<file path="config.mk">
export PLATFORM = sky130hd
export DESIGN_NAME = mcmd_decoder
export DESIGN_NICKNAME = d
export VERILOG_FILES = /design/src/mcmd_pkg.sv /design/src/mcmd_decoder.sv
export SDC_FILE = /design/constraint.sdc
export NUM_CORES = 1
export LEC_CHECK = 0
export ABC_CLOCK_PERIOD_IN_PS = 6100
export BUFFER_PORTS_ARGS = -buffer_cell sky130_fd_sc_hd__buf_4
export CORE_MARGIN = 1
export CORE_UTILIZATION = 50
export CTS_CLUSTER_SIZE = 8
export DETAILED_ROUTE_END_ITERATION = 6
export GPL_TIMING_DRIVEN = 0
export PLACE_DENSITY = 0.82
export SLEW_MARGIN = 5
export SYNTH_ARGS = -nofsm -noshare
export SYNTH_HDL_FRONTEND = slang
export SYNTH_SLANG_ARGS = --single-unit
</file>
<file path="constraint.sdc">
create_clock -name mclk -period 6.1 [get_ports mclk]
set_input_delay 0.915 -clock mclk [delete_from_list [all_inputs] [get_ports mclk]]
set_output_delay 0.915 -clock mclk [all_outputs]
set_load 0.01 [all_outputs]
</file>
<file path="src/mcmd_pkg.sv">
// Package of constants and types for the channel message decoder
package mcmd_pkg;
    // Status byte message types (high nibble)
    localparam logic [3:0] MSG_NOTE_OFF   = 4'h8;
    localparam logic [3:0] MSG_NOTE_ON    = 4'h9;
    localparam logic [3:0] MSG_CTRL       = 4'hb;
    localparam logic [3:0] MSG_PROGRAM    = 4'hc;
    localparam logic [3:0] MSG_PITCH      = 4'he;
    // Controller numbers
    localparam logic [6:0] CTL_MOD_WHEEL  = 7'h01;
    localparam logic [6:0] CTL_RELEASE    = 7'h40;
    localparam logic [6:0] CTL_ALL_OFF    = 7'h7b;
    localparam logic [6:0] CTL_OMNI_OFF   = 7'h7c;
    localparam logic [6:0] CTL_OMNI_ON    = 7'h7d;
    // Key span, program span and pedal pressed value
    localparam logic [6:0] KEY_LOW        = 7'h24;
    localparam logic [6:0] KEY_HIGH       = 7'h60;
    localparam logic [6:0] KEY_OCTAVE     = 7'h0c;
    localparam logic [6:0] PROG_LAST      = 7'h62;
    localparam logic [6:0] PROG_WRAP      = 7'h63;
    localparam logic [6:0] PEDAL_PRESSED  = 7'h7f;
    // Power-up settings
    localparam logic       RST_OMNI       = 1'b1;
    localparam logic [3:0] RST_CHANNEL    = 4'h0;
    localparam logic       RST_ENABLE     = 1'b0;
    localparam logic       RST_KBD_MODE   = 1'b0;
    localparam logic [6:0] RST_PROGRAM    = 7'h00;
    localparam logic [6:0] RST_PITCH      = 7'h40;
    // Tape leader time, clock rate and status codes
    localparam int         LEADER_S       = 25;
    localparam int         CLK_HZ         = 125000000;
    localparam logic [7:0] TAPE_OK        = 8'h00;
    localparam logic [7:0] TAPE_PROTECTED = 8'h02;
    // AHB-Lite register offsets (byte addresses)
    localparam logic [7:0] REG_CTRL       = 8'h00;
    localparam logic [7:0] REG_STATUS     = 8'h04;
    localparam logic [7:0] REG_PARAMS     = 8'h08;
    localparam logic [7:0] REG_NOTE       = 8'h0c;
    localparam logic [7:0] REG_SEND       = 8'h10;
    // Control register fields
    localparam int         CTRL_PITCH_EN  = 0;
    localparam int         CTRL_MOD_EN    = 1;
    localparam int         CTRL_PEDAL_EN  = 2;
    localparam int         CTRL_PROG_EN   = 3;
    localparam int         CTRL_KBD_MODE  = 4;
    localparam int         CTRL_OMNI      = 5;
    localparam int         CTRL_RX_LSB    = 8;
    localparam int         CTRL_TX_LSB    = 12;
    localparam int         CTRL_TAPE      = 16;
    localparam int         CTRL_SAVE      = 17;
    localparam int         CTRL_LOAD      = 18;
    localparam int         CTRL_LOAD_ERR  = 19;
    localparam int         CTRL_LOAD_DONE = 20;
    // Parser and tape states
    typedef enum logic [1:0] {MC_WAIT, MC_DATA1, MC_DATA2} mcmd_parse_t;
    typedef enum logic [1:0] {MC_TIDLE, MC_TLEADER, MC_TDATA, MC_TDONE} mcmd_tape_t;
endpackage

</file>
<file path="src/mcmd_decoder.sv">
// Channel message decoder with tape mode control and AHB-Lite registers
//
// Decided for this implementation: the register offsets and register access over AHB-Lite.
`timescale 1ns/1ps
`default_nettype none
module mcmd_decoder
    import mcmd_pkg::*;
#(
    parameter longint LEADER_CYCLES = longint'(LEADER_S) * CLK_HZ,
    parameter int DATA_CYCLES   = 4096
)(
    input  wire logic        mclk,
    input  wire logic        rst,
    input  wire logic        midiByteValid,
    input  wire logic [7:0]  midiByte,
    input  wire logic        writeProtect,
    input  wire logic        tapeLoadFail,
    output logic             noteOn,
    output logic             noteOff,
    output logic [5:0]       noteKey,
    output logic [6:0]       noteVelocity,
    output logic             allNotesOff,
    output logic [6:0]       modAmount,
    output logic             releasePedal,
    output logic [6:0]       activeProgram,
    output logic             programWrite,
    output logic [6:0]       pitchWheel,
    output logic             tapeTone,
    output logic             tapeData,
    output logic             memoryLoad,
    output logic [7:0]       upper_program_display,
    input  wire logic        hsel,
    input  wire logic [31:0] haddr,
    input  wire logic [1:0]  htrans,
    input  wire logic        hwrite,
    input  wire logic [2:0]  hsize,
    input  wire logic [31:0] hwdata,
    input  wire logic        hready,
    output logic             hreadyout,
    output logic             hresp,
    output logic [31:0]      hrdata
);
    // ------------------------------------------------------------
    // Input synchronisers
    // ------------------------------------------------------------
    logic [1:0] wpSync;
    logic [1:0] failSync;
    logic       wpOn;
    logic       loadBad;

    // Two flops on the switch and fail pins
    always_ff @(posedge mclk)
    begin
        if (rst)
        begin
            wpSync   <= 2'h0;
            failSync <= 2'h0;
        end
        else
        begin
            wpSync   <= {wpSync[0], writeProtect};
            failSync <= {failSync[0], tapeLoadFail};
        end
    end
    assign wpOn    = wpSync[1];
    assign loadBad = failSync[1];

    // ------------------------------------------------------------
    // Bus slave
    // ------------------------------------------------------------
    logic       wrPend;
    logic [7:0] wrAddr;
    logic       busWr;
    logic       tapeMode;
    logic       tapeCmdSave;
    logic       tapeCmdLoad;
    logic       tapeExit;
    logic       tapeEnter;

    // Capture the address phase of a write
    always_ff @(posedge mclk)
    begin
        if (rst)
        begin
            wrPend <= 1'b0;
            wrAddr <= 8'h00;
        end
        else if (hready)
        begin
            wrPend <= hsel && htrans[1] && hwrite;
            wrAddr <= haddr[7:0];
        end
    end
    assign busWr     = wrPend;
    assign hreadyout = 1'b1;
    assign hresp     = 1'b0;

    assign tapeEnter   = busWr && wrAddr == REG_CTRL && hwdata[CTRL_TAPE] && !tapeMode;
    assign tapeExit    = busWr && wrAddr == REG_CTRL && !hwdata[CTRL_TAPE] && tapeMode;
    assign tapeCmdSave = busWr && wrAddr == REG_CTRL && hwdata[CTRL_SAVE] && tapeMode;
    assign tapeCmdLoad = busWr && wrAddr == REG_CTRL && hwdata[CTRL_LOAD] && tapeMode;

    // ------------------------------------------------------------
    // Receive settings
    // ------------------------------------------------------------
    logic       softRst;
    logic       pitchEn;
    logic       modEn;
    logic       pedalEn;
    logic       progEn;
    logic       kbdMode;
    logic       omni;
    logic [3:0] rxChannel;
    logic [3:0] txChannel;
    logic       omniSetOn;
    logic       omniSetOff;

    assign softRst = rst || tapeExit;

    // Settings written by software, omni also by controllers
    always_ff @(posedge mclk)
    begin
        if (softRst)
        begin
            omni      <= RST_OMNI;
            rxChannel <= RST_CHANNEL;
            txChannel <= RST_CHANNEL;
            pitchEn   <= RST_ENABLE;
            modEn     <= RST_ENABLE;
            pedalEn   <= RST_ENABLE;
            progEn    <= RST_ENABLE;
            kbdMode   <= RST_KBD_MODE;
        end
        else if (busWr && wrAddr == REG_CTRL)
        begin
            pitchEn   <= hwdata[CTRL_PITCH_EN];
            modEn     <= hwdata[CTRL_MOD_EN];
            pedalEn   <= hwdata[CTRL_PEDAL_EN];
            progEn    <= hwdata[CTRL_PROG_EN];
            kbdMode   <= hwdata[CTRL_KBD_MODE];
            omni      <= hwdata[CTRL_OMNI];
            rxChannel <= hwdata[CTRL_RX_LSB +: 4];
            txChannel <= hwdata[CTRL_TX_LSB +: 4];
        end
        else if (omniSetOn || omniSetOff)
            omni <= omniSetOn;
    end

    // ------------------------------------------------------------
    // Message parser
    // ------------------------------------------------------------
    mcmd_parse_t parseState;
    logic [3:0]  msgType;
    logic [3:0]  msgChan;
    logic [6:0]  data1;
    logic        isStatus;
    logic        chanOk;
    logic        complete;
    logic        twoBytes;

    assign isStatus = midiByte[7];
    assign twoBytes = msgType != MSG_PROGRAM;
    assign chanOk   = omni || msgChan == rxChannel;

    // Track status, running status and data byte count
    always_ff @(posedge mclk)
    begin
        if (softRst)
        begin
            parseState <= MC_WAIT;
            msgType    <= 4'h0;
            msgChan    <= 4'h0;
            data1      <= 7'h00;
        end
        else if (midiByteValid && !tapeMode)
        begin
            if (isStatus)
            begin
                msgType    <= midiByte[7:4];
                msgChan    <= midiByte[3:0];
                parseState <= (midiByte[7:4] == MSG_NOTE_OFF || midiByte[7:4] == MSG_NOTE_ON
                    || midiByte[7:4] == MSG_CTRL || midiByte[7:4] == MSG_PROGRAM
                    || midiByte[7:4] == MSG_PITCH) ? MC_DATA1 : MC_WAIT;
            end
            else
            begin
                unique case (parseState)
                    MC_WAIT:  parseState <= MC_WAIT;
                    MC_DATA1:
                    begin
                        data1      <= midiByte[6:0];
                        parseState <= twoBytes ? MC_DATA2 : MC_DATA1;
                    end
                    MC_DATA2: parseState <= MC_DATA1;
                endcase
            end
        end
    end
    assign complete = midiByteValid && !tapeMode && !isStatus && chanOk
        && ((parseState == MC_DATA2) || (parseState == MC_DATA1 && !twoBytes));

    // ------------------------------------------------------------
    // Decoded actions
    // ------------------------------------------------------------
    logic       isCtrl;
    logic       isNoteOn;
    logic       isNoteOff;
    logic       progChange;
    logic [6:0] next_program;
    logic [6:0] keyFold;
    logic       silence;

    assign isCtrl     = complete && msgType == MSG_CTRL;
    assign omniSetOff = isCtrl && data1 == CTL_OMNI_OFF;
    assign omniSetOn  = isCtrl && data1 == CTL_OMNI_ON;
    assign isNoteOn   = complete && msgType == MSG_NOTE_ON && midiByte[6:0] != 7'h00;
    assign isNoteOff  = complete && (msgType == MSG_NOTE_OFF
        || (msgType == MSG_NOTE_ON && midiByte[6:0] == 7'h00));
    // Data byte of a program change
    assign next_program = (midiByte[6:0] > PROG_LAST)
        ? 7'(midiByte[6:0] - PROG_WRAP) : midiByte[6:0];
    assign progChange = complete && msgType == MSG_PROGRAM && progEn
        && next_program != activeProgram;

    // Fold key number into the 61-key span by octaves
    always_comb
    begin
        keyFold = data1;
        if (data1 < KEY_LOW)
            keyFold = 7'(KEY_LOW + (KEY_OCTAVE - (KEY_LOW - data1) % KEY_OCTAVE) % KEY_OCTAVE);
        else if (data1 > KEY_HIGH)
            keyFold = 7'(KEY_HIGH - (KEY_OCTAVE - (data1 - KEY_HIGH) % KEY_OCTAVE)
                % KEY_OCTAVE);
    end

    // All-notes-off sources
    assign silence = softRst || tapeEnter || progChange || omniSetOn || omniSetOff
        || (busWr && wrAddr == REG_CTRL && hwdata[CTRL_OMNI] != omni)
        || (isCtrl && data1 == CTL_ALL_OFF);

    // Note event outputs, one-cycle pulses
    always_ff @(posedge mclk)
    begin
        if (rst)
        begin
            noteOn       <= 1'b0;
            noteOff      <= 1'b0;
            noteKey      <= 6'h00;
            noteVelocity <= 7'h00;
            allNotesOff  <= 1'b1;
        end
        else
        begin
            noteOn      <= isNoteOn;
            noteOff     <= isNoteOff;
            allNotesOff <= silence;
            if (isNoteOn || isNoteOff)
            begin
                noteKey      <= 6'(keyFold - KEY_LOW);
                noteVelocity <= midiByte[6:0];
            end
        end
    end

    // Controller, program and wheel values
    always_ff @(posedge mclk)
    begin
        if (softRst)
        begin
            modAmount    <= 7'h00;
            releasePedal <= 1'b0;
            activeProgram <= RST_PROGRAM;
            programWrite <= 1'b0;
            pitchWheel   <= RST_PITCH;
        end
        else
        begin
            programWrite <= progChange;
            if (isCtrl && modEn && data1 == CTL_MOD_WHEEL)
                modAmount <= midiByte[6:0];
            if (isCtrl && pedalEn && data1 == CTL_RELEASE)
                releasePedal <= midiByte[6:0] == PEDAL_PRESSED;
            if (progChange)
                activeProgram <= next_program;
            if (complete && pitchEn && msgType == MSG_PITCH)
                pitchWheel <= midiByte[6:0];
        end
    end

    // ------------------------------------------------------------
    // Tape mode sequencing
    // ------------------------------------------------------------
    mcmd_tape_t  tapeState;
    logic        tapeIsLoad;
    logic [31:0] tapeCount;
    logic        loadErr;

    // Tape mode entry and exit
    always_ff @(posedge mclk)
    begin
        if (rst)
            tapeMode <= 1'b0;
        else if (tapeEnter || tapeExit)
            tapeMode <= tapeEnter;
    end

    // Save and load sequence
    always_ff @(posedge mclk)
    begin
        if (softRst || tapeEnter)
        begin
            tapeState             <= MC_TIDLE;
            tapeIsLoad            <= 1'b0;
            tapeCount             <= 32'h0;
            loadErr               <= 1'b0;
            upper_program_display <= 8'h00;
        end
        else
        begin
            unique case (tapeState)
                MC_TIDLE:
                begin
                    tapeCount <= 32'h0;
                    if (tapeCmdSave)
                        tapeState <= MC_TLEADER;
                    else if (tapeCmdLoad && !wpOn)
                    begin
                        tapeIsLoad <= 1'b1;
                        loadErr    <= 1'b0;
                        tapeState  <= MC_TDATA;
                    end
                    else if (tapeCmdLoad)
                        upper_program_display <= TAPE_PROTECTED;
                end
                MC_TLEADER:
                begin
                    tapeCount <= tapeCount + 32'h1;
                    if (tapeCount == 32'(LEADER_CYCLES - 1))
                    begin
                        tapeCount <= 32'h0;
                        tapeState <= MC_TDATA;
                    end
                end
                MC_TDATA:
                begin
                    tapeCount <= tapeCount + 32'h1;
                    if (tapeIsLoad && loadBad)
                        loadErr <= 1'b1;
                    if (tapeCount == 32'(DATA_CYCLES - 1))
                        tapeState <= MC_TDONE;
                end
                MC_TDONE:
                begin
                    upper_program_display <= loadErr ? 8'h01 : TAPE_OK;
                    tapeIsLoad            <= 1'b0;
                    tapeState             <= MC_TIDLE;
                end
            endcase
        end
    end
    assign tapeTone   = tapeState == MC_TLEADER;
    assign tapeData   = tapeState == MC_TDATA && !tapeIsLoad;
    assign memoryLoad = tapeState == MC_TDATA && tapeIsLoad;

    // ------------------------------------------------------------
    // Register read data
    // ------------------------------------------------------------
    always_ff @(posedge mclk)
    begin
        if (rst)
            hrdata <= 32'h0;
        else if (hready && hsel && htrans[1] && !hwrite)
        begin
            unique case (haddr[7:0])
                REG_CTRL:   hrdata <= {11'h0, loadErr, tapeState == MC_TIDLE,
                    tapeState == MC_TDATA && tapeIsLoad, tapeState != MC_TIDLE, tapeMode,
                    txChannel, rxChannel, 2'h0, omni, kbdMode, progEn, pedalEn, modEn,
                    pitchEn};
                REG_STATUS: hrdata <= {24'h0, upper_program_display};
                REG_PARAMS: hrdata <= {1'b0, pitchWheel, 1'b0, activeProgram, 8'h0,
                    releasePedal, modAmount};
                REG_NOTE:   hrdata <= {16'h0, 1'b0, noteVelocity, 2'h0, noteKey};
                REG_SEND:   hrdata <= {28'h0, txChannel};
                default:    hrdata <= 32'h0;
            endcase
        end
    end
endmodule
`default_nettype wire

</file>
==> reports/summary.txt <==
Tot GR Track Use: 28.8%
RR Startpoint: data1[0]$_SDFFE_PP0P_
Worst vdd ir: 257 uV
Final period demand of the worst path: 4.06 ns
GR met3 Demand/Resource: 5.09%
Avg Inst Size Synth: 7.80 um2
Placed cell areas: 0.00942 mm2
Global-route track usage on met2: 45.8%
Power per cell area: 241 mW/mm2
Hpwl dp: 18000 um
Async SR Flop Fraction: 0%
Initial Util: 51.7%
Ys Warns: 0
Status: completed
Crit. End Element: flip-flop
Clock Tree Buf Depth: 2
Initial antenna violation count: 0
Max Clock Skew: 0.0124 ns
Via count: 8521
Worst-path clk slew: 0.07 ns
Busiest metal layer after global routing: met2
Met1 Usage GRT: 39.1%
Routability cong.: 0.889
CTS H-tree depth: 4
CP startpoint kind: flip-flop
Worst-Skew Late Latency: 0.43 ns
Post-synth top area cell: dfxtp_1
Hold path endpoint: wpSync[1]$_SDFF_PP0_
Number of global-route vias before repair: 7514
Nets: 1307
Unique masters post-synth: 77
Number of flops mapped to enable cells by yosys: 0
Max FO, Critical Path: 10
Remaining global-route overflow: 0
Clock sink total: 152
First drt pass iteration count: 5
1st-iter DRT viols: 880
RSZ-0062 raised after global routing: no
WHS Path Cells: 1
Layout cell share with drive strength beyond 1: 15.4%
CP arrival: 4.36 ns
Hold Buf Count CTS: 0
Yosys reg bits: 152
Cells after synthesis: 1064
CTS resizes: 0
Die area: 0.0171 mm2
Postcts setup bufs: 0
Hold_sp: wpSync[0]$_SDFF_PP0_
Area growth, synth to finish: 21.0%
Number of fill cells: 1382
Final cell utilization of the core: 62.5%
Slew HR: 46.7%
Worst-margin pin slew: 0.793 ns
DRC Markers: 0
Num CTS Buffers: 17
Routed WL: 25000 um
Drt via density: 5.96
Hold Fails Final Rpt: 0
Synth area leaders: dfxtp_1 37%, nor2_1 7.7%, a21oi_1 7.0%
Reg2Reg Setup Slack: 2.04 ns
Total power: 2.42 mW
Largest net degree at the start of global routing: 17
Final instance area: 0.0100 mm2
Prevailing post-synth register cell: dfxtp_1
Fin crit share: 66.6%
Lkg Pwr: 4.00 nW
CTS tree: yes
DR WL/cell: 17.5 um
Worst hold path class: reg2reg
First-pass GRT wire length: 38000 um
Io pins: 169
Fmax achieved: 246 MHz
Total core area: 0.0161 mm2
I/O Buffers: 110
CTS root buffer: clkbuf_16
Antenna Cells: 0
Worst r2r dst: noteKey[4]$_SDFFE_PP0P_
Die Wd: 131 um
Final setup fails: 0
Final ANT Viol Nets: 0
Sequential area share after synthesis: 36.7%
Data required, critical path: 6.40 ns
Final Slew Violations: 0
Post-synth top area share: 36.7%
Setup TNS: 0 ns
Chip height: 131 um
Netlist Area Pre-Place: 0.00830 mm2
Crit Path Class: reg2reg
Max-cap violations: 0
Rows: 46
Reg2reg path depth: 19
==> cell usage after synthesis (all sizes together) (6+ instances only) <==
| cell type | instances |
|---|---|
| o21ai | 48 |
| clkbuf | 47 |
| dfxtp | 152 |
| nand2 | 90 |
| inv | 24 |
| xor2 | 11 |
| and3 | 14 |
| nor2 | 171 |
| or3 | 13 |
| buf | 32 |
| nand3 | 48 |
| mux2i | 38 |
| a21oi | 116 |
| nor3 | 31 |
| nand3b | 11 |
| xnor2 | 21 |
| or2 | 6 |
| nand2b | 9 |
| a31oi | 11 |
| a21o | 8 |
| ha | 21 |
| nor2b | 13 |
| nor4 | 13 |
| a211oi | 10 |
| a22oi | 17 |
| and2 | 11 |
| nand4 | 7 |
==> state kept, by name, indices dropped and copies added, names as in the netlist, 2 cells and up <==
signal                 flops
activeProgram              7
data1                      7
failSync                   2
hrdata                    30
modAmount                  7
msgChan                    4
msgType                    4
noteKey                    6
noteVelocity               7
parseState                 2
pitchWheel                 7
rxChannel                  4
tapeCount                 32
tapeState                  2
txChannel                  4
upper_program_display      2
wpSync                     2
wrAddr                     8
==> per-layer routing <==
layer,wire (um),part of all wire [%]
met3,2130,8.5
met5,0,0
met1,10800,43
met2,11500,46
met4,556,2.2
==> report_power, final <==
group	total, mW	internal [mW]	switching [mW]	leakage [nW]
sequential	1.02	1.01	0.0122	1.23
combinational	0.290	0.110	0.180	2.47
clock	1.11	0.655	0.456	0.294
total	2.42	1.77	0.648	4.00
==> cell families after synthesis <==
family,after synthesis,synth area share (%)
compound gates,257,19.2
fa+ha+maj,22,3.29
other cells,2,0.0905
buf+inv,103,5.61
flops,152,36.7
simple gates,456,26.3
xor+xnor,32,3.78
mux,40,5.13
==> worst max path at each step <==
| stage | start | end | cells past startpoint |
|---|---|---|---|
| 2_1_floorplan | data1[0]$_SDFFE_PP0P_ | noteKey[4]$_SDFFE_PP0P_ | 19 |
| 3_3_place_gp | data1[0]$_SDFFE_PP0P_ | noteKey[4]$_SDFFE_PP0P_ | 19 |
| 3_5_place_dp | data1[0]$_SDFFE_PP0P_ | noteKey[4]$_SDFFE_PP0P_ | 19 |
| 4_1_cts | data1[0]$_SDFFE_PP0P_ | noteKey[4]$_SDFFE_PP0P_ | 19 |
| 5_1_grt | data1[0]$_SDFFE_PP0P_ | noteKey[3]$_SDFFE_PP0P_ | 19 |
| 6_report | data1[0]$_SDFFE_PP0P_ | noteKey[4]$_SDFFE_PP0P_ | 19 |
==> metrics by stage <==
stage                     cells  hold slack (ns)  setup WS [ns]
after global placement     1398            0.416           2.20
after floorplan            1072            0.414           2.64
after CTS                  1430            0.452           2.08
after detailed placement   1398            0.438           2.10
after global routing       1430            0.469           1.78
final                      1430            0.451           2.04
==> final cells by class <==
| type | instances | area [um2] | share of cell area [%] |
|---|---|---|---|
| clock inverters | 14 | 186 | 1.86 |
| repair buffers | 110 | 826 | 8.23 |
| inverters | 24 | 90.1 | 0.897 |
| multi-input cells | 817 | 4820 | 48.0 |
| well taps | 216 | 270 | 2.69 |
| plain buffers | 79 | 375 | 3.74 |
| flip-flops and latches | 152 | 3040 | 30.3 |
| clock buffers | 18 | 429 | 4.27 |
==> cell usage in the layout, fill, tap and decap left out, drive strengths merged, types with 4 or more instances in the layout <==
cell and count:
xnor2 21, o21bai 4, a22oi 17, nor3 31
nand3b 11, nor2 171, a21oi 116, o21ai 48
a21o 8, or3 13, dfxtp 152, or4 4
nor3b 4, nand2b 9, a31oi 11, ha 21
o22a 5, nor2b 13, clkbuf 65, buf 142
nand3 48, inv 30, or2 6, nand2 90
xor2 11, nor4 13, nand4 7, and2 11
a211oi 10, and3 14, conb 10, mux2i 38
==> critical path, cell delays in order, from the launching register on <==
cell	delay, ns
dfxtp_1	0.37
buf_2	0.23
inv_1	0.10
ha_1	0.29
nor2b_1	0.38
o21ai_4	0.09
xnor2_1	0.34
buf_6	0.20
xnor2_1	0.08
a2111oi_0	0.49
o22a_1	0.24
nor2_1	0.07
ha_1	0.27
a21oi_1	0.06
o41ai_2	0.10
inv_1	0.09
ha_1	0.19
xor2_1	0.16
mux2i_1	0.14
nor2_1	0.05
Power figures use the tool's default switching activity.
